<file path="src/core/clock_ctrl_pkg.sv">
package clock_ctrl_pkg;

  // Register byte offsets
  localparam logic [7:0] OFS_CLOCK_CONTROL_STATUS = 8'h00;
  localparam logic [7:0] OFS_TONE_CONTROL_REG     = 8'h04;
  localparam logic [7:0] OFS_IRQ_STATUS           = 8'h08;
  localparam logic [7:0] OFS_IRQ_MASK             = 8'h0C;

  // Reset values
  localparam logic [7:0] RST_CLOCK_CONTROL_STATUS = 8'h00;
  localparam logic [1:0] RST_TONE_CONTROL_REG     = 2'h0;
  localparam logic [0:0] RST_IRQ                  = 1'h0;

  // Field positions in clock_control_status
  localparam int BIT_CLOCK_OUT_SELECT    = 7;
  localparam int BIT_CPU_PRESCALE_SEL_HI = 6;
  localparam int BIT_CPU_PRESCALE_SEL_LO = 5;
  localparam int BIT_SLOW_SELECT         = 4;
  localparam int BIT_TIME_BASE_SEL_HI    = 3;
  localparam int BIT_TIME_BASE_SEL_LO    = 2;
  localparam int BIT_TIME_BASE_IRQ_EN    = 1;
  localparam int BIT_TIME_BASE_IRQ_FLAG  = 0;

  // Time-base periods in halved oscillator cycles
  localparam int TB_PERIOD_0 = 16000;
  localparam int TB_PERIOD_1 = 32000;
  localparam int TB_PERIOD_2 = 80000;
  localparam int TB_PERIOD_3 = 200000;
  localparam int TB_WIDTH    = 18;

  // Tone frequencies at the reference halved oscillator clock
  localparam int OSC2_REF_HZ = 8000000;
  localparam int TONE_HZ_1   = 2000;
  localparam int TONE_HZ_2   = 1000;
  localparam int TONE_HZ_3   = 500;
  localparam int TONE_HALF_1 = OSC2_REF_HZ / (2 * TONE_HZ_1);
  localparam int TONE_HALF_2 = OSC2_REF_HZ / (2 * TONE_HZ_2);
  localparam int TONE_HALF_3 = OSC2_REF_HZ / (2 * TONE_HZ_3);
  localparam int TONE_WIDTH  = 14;

  // Prescaler
  localparam int PRE_WIDTH = 4;
  localparam logic [1:0] TONE_OFF = 2'h0;

  typedef enum {
    MODE_RUN,
    MODE_WAIT,
    MODE_ACTIVE_HALT,
    MODE_HALT
  } power_mode_t;

endpackage : clock_ctrl_pkg

</file>
<file path="src/core/clock_ctrl_time_base.sv">
`timescale 1ns/1ps
`default_nettype none

module clock_ctrl_time_base
  import clock_ctrl_pkg::*;
#(
  parameter int TB_PERIOD0 = TB_PERIOD_0,
  parameter int TB_PERIOD1 = TB_PERIOD_1,
  parameter int TB_PERIOD2 = TB_PERIOD_2,
  parameter int TB_PERIOD3 = TB_PERIOD_3,
  parameter int TONE_HALF1 = TONE_HALF_1,
  parameter int TONE_HALF2 = TONE_HALF_2,
  parameter int TONE_HALF3 = TONE_HALF_3
) (
  // Clock and reset
  input  wire logic        CORE_CLK,
  input  wire logic        RESET_N,
  // APB slave
  input  wire logic        PSEL,
  input  wire logic        PENABLE,
  input  wire logic        PWRITE,
  input  wire logic [7:0]  PADDR,
  input  wire logic [31:0] PWDATA,
  output logic [31:0]      PRDATA,
  output logic             PREADY,
  output logic             PSLVERR,
  // CPU and power control
  input  wire logic        HALT_REQ,
  input  wire logic        WAIT_REQ,
  input  wire logic        HALT_EXIT_WAKE,
  input  wire logic        GLOBAL_IRQ_MASK,
  output logic             CPU_CLK_EN,
  output logic [1:0]       POWER_MODE,
  output logic             TB_IRQ_REQ,
  // Pins
  output logic             CLK_OUT,
  output logic             CLK_OUT_ENABLE,
  output logic             TONE_OUT,
  output logic             TONE_ENABLE,
  // Interrupt
  output logic             IRQ
);

  logic [7:0]            ccs;
  logic [7:1]            ccs_ctrl;
  logic                  tb_flag;
  logic [1:0]            tone_select;
  logic [0:0]            irq_status;
  logic [0:0]            irq_mask;
  power_mode_t           mode;
  power_mode_t           next_mode;
  logic                  wr_access;
  logic                  rd_access;
  logic                  regs_live;
  logic                  mapped;
  logic                  tb_run;
  logic                  tb_event;
  logic [TB_WIDTH-1:0]   tb_cnt;
  logic [TB_WIDTH-1:0]   tb_limit;
  logic [1:0]            tb_sel_active;
  logic [PRE_WIDTH-1:0]  pre_cnt;
  logic [PRE_WIDTH-1:0]  pre_limit;
  logic [2:0]            pre_code;
  logic                  pre_tick;
  logic                  cpu_phase;
  logic [TONE_WIDTH-1:0] tone_cnt;
  logic [TONE_WIDTH-1:0] tone_limit;
  logic [1:0]            tone_active;
  logic                  clear_flag;

  // Prescaler end counts per slow division
  localparam logic [PRE_WIDTH-1:0] PRE_END_DIV2  = PRE_WIDTH'(1);
  localparam logic [PRE_WIDTH-1:0] PRE_END_DIV4  = PRE_WIDTH'(3);
  localparam logic [PRE_WIDTH-1:0] PRE_END_DIV8  = PRE_WIDTH'(7);
  localparam logic [PRE_WIDTH-1:0] PRE_END_DIV16 = PRE_WIDTH'(15);

  // Bus decode
  assign wr_access = PSEL && PENABLE && PWRITE;
  assign rd_access = PSEL && PENABLE && !PWRITE;
  assign mapped    = (PADDR == OFS_CLOCK_CONTROL_STATUS) ||
                     (PADDR == OFS_TONE_CONTROL_REG) ||
                     (PADDR == OFS_IRQ_STATUS) ||
                     (PADDR == OFS_IRQ_MASK);
  assign PREADY    = PSEL && PENABLE;
  assign PSLVERR   = PSEL && PENABLE && !mapped;

  // Register writes and the prescaler frozen in both halt modes
  assign regs_live = (mode == MODE_RUN) || (mode == MODE_WAIT);

  // Control/status writes; flag bit is hardware owned
  assign ccs = {ccs_ctrl, tb_flag};

  always_ff @(posedge CORE_CLK or negedge RESET_N) begin
    if (!RESET_N) begin
      ccs_ctrl <= RST_CLOCK_CONTROL_STATUS[7:1];
    end else if (regs_live && wr_access &&
                 PADDR == OFS_CLOCK_CONTROL_STATUS) begin
      ccs_ctrl <= PWDATA[7:1];
    end
  end

  // Read clears only a flag that the read actually returned
  assign clear_flag = regs_live && rd_access &&
                      PADDR == OFS_CLOCK_CONTROL_STATUS &&
                      PRDATA[BIT_TIME_BASE_IRQ_FLAG];

  always_ff @(posedge CORE_CLK or negedge RESET_N) begin
    if (!RESET_N) begin
      tb_flag <= RST_CLOCK_CONTROL_STATUS[0];
    end else if (tb_event) begin
      tb_flag <= 1'b1;
    end else if (clear_flag) begin
      tb_flag <= 1'b0;
    end
  end

  // Tone control register
  always_ff @(posedge CORE_CLK or negedge RESET_N) begin
    if (!RESET_N) begin
      tone_select <= RST_TONE_CONTROL_REG;
    end else if (regs_live && wr_access &&
                 PADDR == OFS_TONE_CONTROL_REG) begin
      tone_select <= PWDATA[1:0];
    end
  end

  // Sticky event status, write one to clear, set wins
  always_ff @(posedge CORE_CLK or negedge RESET_N) begin
    if (!RESET_N) begin
      irq_status <= RST_IRQ;
    end else if (tb_event) begin
      irq_status <= 1'b1;
    end else if (regs_live && wr_access && PADDR == OFS_IRQ_STATUS &&
                 PWDATA[0]) begin
      irq_status <= 1'b0;
    end
  end

  always_ff @(posedge CORE_CLK or negedge RESET_N) begin
    if (!RESET_N) begin
      irq_mask <= RST_IRQ;
    end else if (regs_live && wr_access && PADDR == OFS_IRQ_MASK) begin
      irq_mask <= PWDATA[0:0];
    end
  end

  assign IRQ = |(irq_status & irq_mask);

  // Read data captured in the setup cycle
  always_ff @(posedge CORE_CLK or negedge RESET_N) begin
    if (!RESET_N) begin
      PRDATA <= 32'h0000_0000;
    end else if (PSEL && !PENABLE && !PWRITE) begin
      case (PADDR)
        OFS_CLOCK_CONTROL_STATUS: PRDATA <= {24'h00_0000, ccs};
        OFS_TONE_CONTROL_REG:     PRDATA <= {30'h0000_0000, tone_select};
        OFS_IRQ_STATUS:           PRDATA <= {31'h0000_0000, irq_status};
        OFS_IRQ_MASK:             PRDATA <= {31'h0000_0000, irq_mask};
        default:                  PRDATA <= 32'h0000_0000;
      endcase
    end
  end

  // Time base runs in every mode except full halt
  assign tb_run = (mode != MODE_HALT);

  always_comb begin
    case (tb_sel_active)
      2'h0:    tb_limit = TB_WIDTH'(TB_PERIOD0 - 1);
      2'h1:    tb_limit = TB_WIDTH'(TB_PERIOD1 - 1);
      2'h2:    tb_limit = TB_WIDTH'(TB_PERIOD2 - 1);
      default: tb_limit = TB_WIDTH'(TB_PERIOD3 - 1);
    endcase
  end

  assign tb_event = tb_run && (tb_cnt == tb_limit);

  always_ff @(posedge CORE_CLK or negedge RESET_N) begin
    if (!RESET_N) begin
      tb_cnt        <= '0;
      tb_sel_active <= 2'h0;
    end else if (tb_event) begin
      tb_cnt        <= '0;
      tb_sel_active <= ccs[BIT_TIME_BASE_SEL_HI:BIT_TIME_BASE_SEL_LO];
    end else if (tb_run) begin
      tb_cnt        <= tb_cnt + 1'b1;
    end
  end

  // CPU request and power mode control
  assign TB_IRQ_REQ = ccs[BIT_TIME_BASE_IRQ_FLAG] &&
                      ccs[BIT_TIME_BASE_IRQ_EN] && !GLOBAL_IRQ_MASK;

  always_comb begin
    next_mode = mode;
    case (mode)
      MODE_RUN: begin
        if (HALT_REQ) begin
          next_mode = ccs[BIT_TIME_BASE_IRQ_EN] ?
                      MODE_ACTIVE_HALT : MODE_HALT;
        end else if (WAIT_REQ) begin
          next_mode = MODE_WAIT;
        end
      end
      MODE_WAIT: begin
        if (TB_IRQ_REQ || HALT_EXIT_WAKE) begin
          next_mode = MODE_RUN;
        end
      end
      MODE_ACTIVE_HALT: begin
        if (TB_IRQ_REQ || HALT_EXIT_WAKE) begin
          next_mode = MODE_RUN;
        end
      end
      MODE_HALT: begin
        if (HALT_EXIT_WAKE) begin
          next_mode = MODE_RUN;
        end
      end
      default: next_mode = MODE_RUN;
    endcase
  end

  always_ff @(posedge CORE_CLK or negedge RESET_N) begin
    if (!RESET_N) begin
      mode <= MODE_RUN;
    end else begin
      mode <= next_mode;
    end
  end

  always_comb begin
    case (mode)
      MODE_RUN:         POWER_MODE = 2'h0;
      MODE_WAIT:        POWER_MODE = 2'h1;
      MODE_ACTIVE_HALT: POWER_MODE = 2'h2;
      default:          POWER_MODE = 2'h3;
    endcase
  end

  // CPU prescaler
  assign pre_code = {ccs[BIT_SLOW_SELECT],
                     ccs[BIT_CPU_PRESCALE_SEL_HI:BIT_CPU_PRESCALE_SEL_LO]};
  assign pre_tick = (pre_cnt == pre_limit);

  always_ff @(posedge CORE_CLK or negedge RESET_N) begin
    if (!RESET_N) begin
      pre_cnt   <= '0;
      pre_limit <= '0;
    end else if (regs_live) begin
      if (pre_tick) begin
        pre_cnt <= '0;
        case (pre_code)
          3'h4:    pre_limit <= PRE_END_DIV2;
          3'h5:    pre_limit <= PRE_END_DIV4;
          3'h6:    pre_limit <= PRE_END_DIV8;
          3'h7:    pre_limit <= PRE_END_DIV16;
          default: pre_limit <= '0;
        endcase
      end else begin
        pre_cnt <= pre_cnt + 1'b1;
      end
    end
  end

  assign CPU_CLK_EN = regs_live && pre_tick;

  // Clock out pin
  always_ff @(posedge CORE_CLK or negedge RESET_N) begin
    if (!RESET_N) begin
      cpu_phase <= 1'b0;
    end else if (CPU_CLK_EN) begin
      cpu_phase <= !cpu_phase;
    end
  end

  always_ff @(posedge CORE_CLK or negedge RESET_N) begin
    if (!RESET_N) begin
      CLK_OUT <= 1'b0;
    end else if (ccs[BIT_CLOCK_OUT_SELECT] && regs_live) begin
      CLK_OUT <= cpu_phase;
    end else if (!ccs[BIT_CLOCK_OUT_SELECT]) begin
      CLK_OUT <= 1'b0;
    end
  end

  assign CLK_OUT_ENABLE = ccs[BIT_CLOCK_OUT_SELECT];

  // Tone generator, running in active-halt, frozen in halt
  always_comb begin
    case (tone_active)
      2'h1:    tone_limit = TONE_WIDTH'(TONE_HALF1 - 1);
      2'h2:    tone_limit = TONE_WIDTH'(TONE_HALF2 - 1);
      default: tone_limit = TONE_WIDTH'(TONE_HALF3 - 1);
    endcase
  end

  always_ff @(posedge CORE_CLK or negedge RESET_N) begin
    if (!RESET_N) begin
      tone_cnt    <= '0;
      tone_active <= TONE_OFF;
      TONE_OUT    <= 1'b0;
    end else if (mode != MODE_HALT) begin
      if (tone_select == TONE_OFF) begin
        tone_cnt    <= '0;
        tone_active <= TONE_OFF;
        TONE_OUT    <= 1'b0;
      end else if (tone_active != tone_select) begin
        tone_cnt    <= '0;
        tone_active <= tone_select;
      end else if (tone_cnt == tone_limit) begin
        tone_cnt <= '0;
        TONE_OUT <= !TONE_OUT;
      end else begin
        tone_cnt <= tone_cnt + 1'b1;
      end
    end
  end

  assign TONE_ENABLE = (tone_select != TONE_OFF);

endmodule : clock_ctrl_time_base

`default_nettype wire

</file>
<file path="config.mk">
export PLATFORM = sky130hd
export DESIGN_NAME = clock_ctrl_time_base
export DESIGN_NICKNAME = d
export VERILOG_FILES = /design/src/core/clock_ctrl_pkg.sv /design/src/core/clock_ctrl_time_base.sv
export SDC_FILE = /design/constraint.sdc
export NUM_CORES = 1
export LEC_CHECK = 0
export BUFFER_PORTS_ARGS = -buffer_cell sky130_fd_sc_hd__buf_4
export CORE_ASPECT_RATIO = 0.6
export CORE_UTILIZATION = 54
export DETAILED_ROUTE_END_ITERATION = 7
export PLACE_DENSITY = 0.85
export SYNTH_ARGS = -nofsm -noshare
export SYNTH_HDL_FRONTEND = slang
export SYNTH_SLANG_ARGS = --single-unit
</file>
<file path="constraint.sdc">
create_clock -name CORE_CLK -period 3.1 [get_ports CORE_CLK]
set_clock_uncertainty 0.2 [all_clocks]
set_input_delay 0.31 -clock CORE_CLK [delete_from_list [all_inputs] [get_ports CORE_CLK]]
set_output_delay 0.31 -clock CORE_CLK [all_outputs]
set_load 0.01 [all_outputs]
</file>
# [Yosys cells after proc, flatten, opt, wreduce, memory -nomap -nowiden]
# Cells that the tools add are included.
[word_totals] register_bits=123 inputBits=49 elab_cells=120 out_inout_bits=43
[classes] bitwise_logic=1 n_reduce_logical=47 eq_ne=25 addsub=3 muxes=28
[ops] op="2-to-1 mux 32 bit" count=4
[ops] op="== test 32 x 2 -> 1 bit (second input constant)" count=3
[ops] op="case mux 32 bit (3 select lines)" count=1
[ops] op="logical NOT 32 bit" count=2
[ops] op="case mux 18 bit (3 select lines)" count=1
[ops] op="2-to-1 mux 14 bit" count=3
[ops] op="2-to-1 mux 18 bit" count=2
[ops] op="== test 32 x 1 -> 1 bit (second input constant)" count=1
[ops] op="inequality test 32 x 3 -> 1 bit (second input constant)" count=1
[ops] op="case mux 8 bit (4 select lines)" count=1
[ops] op="case mux 13 bit (2 select lines)" count=1
[ops] op="logical AND 1 bit" count=20
[ops] op="adder 18 x 1 -> 18 bit (second input constant)" count=1
[ops] op="== test 18 bit" count=1
[ops] op="== test 8 x 4 -> 1 bit (second input constant)" count=2
[ops] op="case mux 4 bit (4 select lines)" count=1
[ops] op="adder 14 x 1 -> 14 bit (second input constant)" count=1
[ops] op="== test 14 bit" count=1
[ops] op="== test 3 bit (second input constant)" count=4
[ops] op="nonzero test 2 bit" count=6
[ops] op="2-to-1 mux 1 bit" count=10
[ops] op="== test 8 x 3 -> 1 bit (second input constant)" count=1
[ops] op="logical NOT 8 bit" count=1
[ops] op="logical NOT 1 bit" count=6
[ops] op="17 further kinds" count=29

# [Depth between registers and ports, before layout]
[logic_depth] ltp_word=7 ltp_mapped=8 ltp_nobuf=7

# [Worst setup path after synthesis]
# OpenSTA, ideal clock, no wires.
[synth_path] kind="flip-flop to flip-flop" start="reg mode[0]" end="reg ccs_ctrl[1] (netlist bit)" slack_ns=0.856 stages_incl_launch_ff=8 arrival_ns=1.919 t_required_ns=2.775 setup_ns=0.125 path_buffers=1 synth_period_minus_slack_ns=2.244 cell_sequence="dfrtp_1 inv_1 ha_1 or2_2 clkbuf_2 nand3_1 nor4_2 mux2_2"
[synth_via] elab_chain_len=4 elab_cells_between_ends=5 classes_between="eq/ne (1); reduce/logical (4)"
[synth_lines] item="start: declaration" line_no="clock_ctrl_time_base.sv:50" rtl="power_mode_t mode;"
[synth_lines] item="start signal: assignment" line_no="clock_ctrl_time_base.sv:228" rtl="mode <= next_mode;"
[synth_lines] item="== test 32 x 2 -> 1 bit or logical NOT 32 bit (tied branches)" line_no="clock_ctrl_time_base.sv:88" rtl="assign regs_live = (mode == MODE_RUN) || (mode == MODE_WAIT);"
[synth_lines] item="logical OR 1 bit *" line_no="clock_ctrl_time_base.sv:88"
[synth_lines] item="logical AND 1 bit * (2 in a row)" line_no="clock_ctrl_time_base.sv:96" rtl="end else if (regs_live && wr_access &&"
[synth_lines] item="end signal: assignment" line_no="clock_ctrl_time_base.sv:95" rtl="ccs_ctrl <= RST_CLOCK_CONTROL_STATUS[7:1];"
[synth_lines] item="end signal: assignment" line_no="clock_ctrl_time_base.sv:98" rtl="ccs_ctrl <= PWDATA[7:1];"
[synth_lines] item="end: declaration" line_no="clock_ctrl_time_base.sv:45" rtl="logic [7:1] ccs_ctrl;"
# Every way passes the cells marked *; elsewhere a longest branch is shown, timed or not.
# A chain may end at the register's enable or synchronous reset.

# [Worst setup path in the final report]
[layout_path] start="reg mode[0]" end="reg tb_sel_active[1]"
[layout_via] elab_chain_len=2
[layout_lines] item="inequality test 32 x 3 -> 1 bit" line_no="clock_ctrl_time_base.sv:165" rtl="assign tb_run = (mode != MODE_HALT);"
[layout_lines] item="logical AND 1 bit" line_no="clock_ctrl_time_base.sv:176" rtl="assign tb_event = tb_run && (tb_cnt == tb_limit);"
[layout_lines] item="end signal: assignment" line_no="clock_ctrl_time_base.sv:184" rtl="tb_sel_active <= ccs[BIT_TIME_BASE_SEL_HI:BIT_TIME_BASE_SEL_LO];"
[layout_lines] item="end: declaration" line_no="clock_ctrl_time_base.sv:60" rtl="logic [1:0] tb_sel_active;"
# Every way passes these cells.

==> run metrics <==
outcome=complete, no violations; Clock Sinks=69; cells taking the most area after synthesis=sky130_fd_sc_hd__dfrtp_1 (45%), sky130_fd_sc_hd__nand2_1 (5.0%), sky130_fd_sc_hd__buf_4 (4.7%); instance count along the most critical hold path=2; pin count of the biggest net entering global routing=70; gr ovfl total=0; post-CTS repair timing setup buffer count=0; Fin Hold WS=0.0196 ns; post-synthesis instance area=3810 um^2; Hold Crit Endpoint=ccs_ctrl[4]$_DFFE_PN0P_; max_slew headroom=0.422; peak supply drop=0.000454 V; buffer type at the clock tree root=sky130_fd_sc_hd__clkbuf_16; Leak=0.00207 uW; worst-case reg-to-reg path depth=5; top-area cell type share of the netlist area=0.453; RSZ-0062 raised after global routing=no; GRT Overall Usage=0.232; vias per cell=5.43; final hold violations=0; I/O pin cnt=92; crit-path max FO=13; global-route wire length before repair=13300 um; hold wc startpoint=PWDATA[4]; R2R Setup Slk=0.50 ns; most instantiated flip-flop cell in the synthesis netlist=sky130_fd_sc_hd__dfrtp_1; Iteration-0 DRC Markers=243; total via count in the routed design=2924; register bit total from synthesis=69; cts hold-fix bufs=1; detailed placer's ending HPWL=5600 um; post-synthesis instance total=398; nets@finish=505; data required time at the worst endpoint=3.11 ns; post-layout min period=2.60 ns; share of final-layout standard cells stronger than drive strength 1=0.200; Final GP Congestion=0.837; # DRC=0; Cell Rows=23; met2 WL=3670 um; sequential cell area fraction in the yosys report=0.453; maximum clock frequency=0.384 GHz; area of the core region=6760 um^2; CTS tree=yes; number of instances resized during post-cts repair=0; die width=110 um; Yosys top cell by area=sky130_fd_sc_hd__dfrtp_1; antenna-violating nets left=0; number of max-cap violations=0; worst hold-check path type=primary input to flip-flop; Chip Height=67.1 um; startpoint type of the worst setup path=flip-flop; quantity of I/O buffers inserted on ports=43; antenna violations before repair=0; filler cell count in the final layout=524; synthesized area per cell=9.58 um^2; highest routing layer actually used=met4; part of the cycle the worst path needs=0.839; worst-margin pin slew=0.866 ns; routed wl met3=344 um; fraction of synthesis flops using an asynchronous set or reset pin=1.00; CTS max path bufs=2; clock-pin slew on the worst setup and hold paths=0.06 ns; worst r2r dst=tb_sel_active[1]$_DFFE_PN0P_; final slew viol count=0; Setup violations, final=0; number of enable-type register cells in the synthesized netlist=0; Netlist cell types=51; number of detailed-routing iterations run before antenna repair=4; setup total negative slack=0 ns; Syn. warnings=0; reg-to-reg startpoint=mode[0]$_DFFE_PN0P_; crit path kind=flip-flop to flip-flop; CTS HTree Levels=3; Data arrival, critical path=2.61 ns; Ant. Diodes=0; met1 WL=3920 um; areal power density over the cells=629 nW/um^2; clock insertion delay at the later pin of the skew report=0.33 ns; routed wirelength normalized by instance count=14.9 um; number of clock buffers inserted by TritonCTS=9; layout overhead on the synthesized area=16.5%; number of global-route vias before repair=2741; endpoint class of the critical path=flip-flop; die area=7410 um^2; Total Wirelength=8000 um; effective utilization at floorplan=0.564
through the flow:
stage | instance area (um^2) | util | power (uW) | setup WS [ns] | std cells
floorplan | 3900 | - | 1600 | 0.856 | 421
detailed placement | 4150 | 0.613 | 1800 | 0.532 | 522
CTS | 4440 | 0.657 | 2820 | 0.515 | 538
finish | 4440 | 0.657 | 2800 | 0.498 | 538
global placement | 4150 | 0.613 | 1750 | 0.575 | 522
global route | 4440 | 0.657 | 2960 | 0.385 | 538
metal layers:
layer,global-route usage,up-vias
met2,0.365,76
li1,-,1435
met4,0.0800,0
met3,0.0619,8
met5,0,-
met1,0.311,1405
state kept, by name, summed over array words and instances (netlist names), 2 cells and up:
| register | cells |
|---|---|
| pre_limit | 4 |
| pre_cnt | 4 |
| tone_select | 2 |
| tone_active | 2 |
| mode | 2 |
| PRDATA | 8 |
| tb_cnt | 18 |
| ccs_ctrl | 7 |
| tb_sel_active | 2 |
| tone_cnt | 14 |
kinds of logic (layout without fill, tap and decap cells):
group | Yosys count | in the layout | synth area share
other cells | 1 | 24 | 0.000983
xor+xnor | 28 | 28 | 0.0643
buf+inv | 45 | 75 | 0.0705
fa+ha+maj | 9 | 9 | 0.0295
simple gates | 165 | 165 | 0.225
flops | 69 | 69 | 0.453
compound gates | 62 | 62 | 0.0991
mux | 19 | 19 | 0.0581
cells in the mapped netlist (3+ instances only):
master                     count
sky130_fd_sc_hd__or3_1         5
sky130_fd_sc_hd__a21o_1        6
sky130_fd_sc_hd__clkbuf_1      8
sky130_fd_sc_hd__mux2i_1       3
sky130_fd_sc_hd__nor2b_1       3
sky130_fd_sc_hd__xnor2_1      14
sky130_fd_sc_hd__dfrtp_1      69
sky130_fd_sc_hd__xor2_1       14
sky130_fd_sc_hd__nand4_1      10
sky130_fd_sc_hd__or2_2         7
sky130_fd_sc_hd__nand2_1      51
sky130_fd_sc_hd__nor4bb_1      3
sky130_fd_sc_hd__buf_4        24
sky130_fd_sc_hd__inv_1        10
sky130_fd_sc_hd__ha_1          9
sky130_fd_sc_hd__nand2b_1      5
sky130_fd_sc_hd__nor3_1        9
sky130_fd_sc_hd__nor2_1       33
sky130_fd_sc_hd__nand4b_1      4
sky130_fd_sc_hd__nand3_1       9
sky130_fd_sc_hd__o21ai_0      28
sky130_fd_sc_hd__and2_1        5
sky130_fd_sc_hd__nor4_1        4
sky130_fd_sc_hd__and3_1        3
sky130_fd_sc_hd__mux2_2       13
sky130_fd_sc_hd__nor3b_1       3
sky130_fd_sc_hd__a21oi_1      10
worst max-delay path by stage:
stage	to	start	slack [ns]
after floorplan	ccs_ctrl[1]$_DFFE_PN0P_	mode[0]$_DFFE_PN0P_	0.86
after global placement	tb_sel_active[1]$_DFFE_PN0P_	mode[0]$_DFFE_PN0P_	0.58
after detailed placement	tb_sel_active[0]$_DFFE_PN0P_	mode[0]$_DFFE_PN0P_	0.53
after CTS	tb_sel_active[0]$_DFFE_PN0P_	mode[0]$_DFFE_PN0P_	0.51
after global routing	tb_sel_active[0]$_DFFE_PN0P_	mode[0]$_DFFE_PN0P_	0.39
final	tb_sel_active[1]$_DFFE_PN0P_	mode[0]$_DFFE_PN0P_	0.50
worst max-delay path: stages, from the launching register on:
cell	delay, ns
sky130_fd_sc_hd__dfrtp_1	0.42
sky130_fd_sc_hd__ha_1	0.24
sky130_fd_sc_hd__nand4b_1	0.29
sky130_fd_sc_hd__or2_2	0.47
sky130_fd_sc_hd__and4b_2	0.50
sky130_fd_sc_hd__mux2_1	0.36
cell type report:
| class | instances | area [um^2] | area share |
|---|---|---|---|
| clock buffers | 9 | 225 | 0.0507 |
| clock inverters | 6 | 63.8 | 0.0144 |
| inverters | 10 | 37.5 | 0.00845 |
| multi-input cells | 307 | 1900 | 0.428 |
| flip-flops and latches | 69 | 1730 | 0.389 |
| well taps | 87 | 109 | 0.0245 |
| repair buffers | 50 | 378 | 0.0850 |
power breakdown:
part | internal (uW) | switching, uW | leakage, uW
Sequential | 994 | 110 | 0.000932
Clock | 617 | 380 | 0.000138
Combinational | 300 | 396 | 0.000996
cells in the final DEF, fill, tap and decap left out, types with 6 or more instances in the layout:
cell type,n
sky130_fd_sc_hd__a21o_1,6
sky130_fd_sc_hd__a21oi_1,10
sky130_fd_sc_hd__buf_4,49
sky130_fd_sc_hd__clkbuf_16,9
sky130_fd_sc_hd__conb_1,24
sky130_fd_sc_hd__dfrtp_1,69
sky130_fd_sc_hd__ha_1,9
sky130_fd_sc_hd__inv_1,10
sky130_fd_sc_hd__mux2_2,13
sky130_fd_sc_hd__nand2_1,51
sky130_fd_sc_hd__nand3_1,9
sky130_fd_sc_hd__nand4_1,10
sky130_fd_sc_hd__nor2_1,33
sky130_fd_sc_hd__nor3_1,9
sky130_fd_sc_hd__o21ai_0,28
sky130_fd_sc_hd__or2_2,7
sky130_fd_sc_hd__xnor2_1,14
sky130_fd_sc_hd__xor2_1,14
Note: power is estimated with default switching activity, not from simulation.
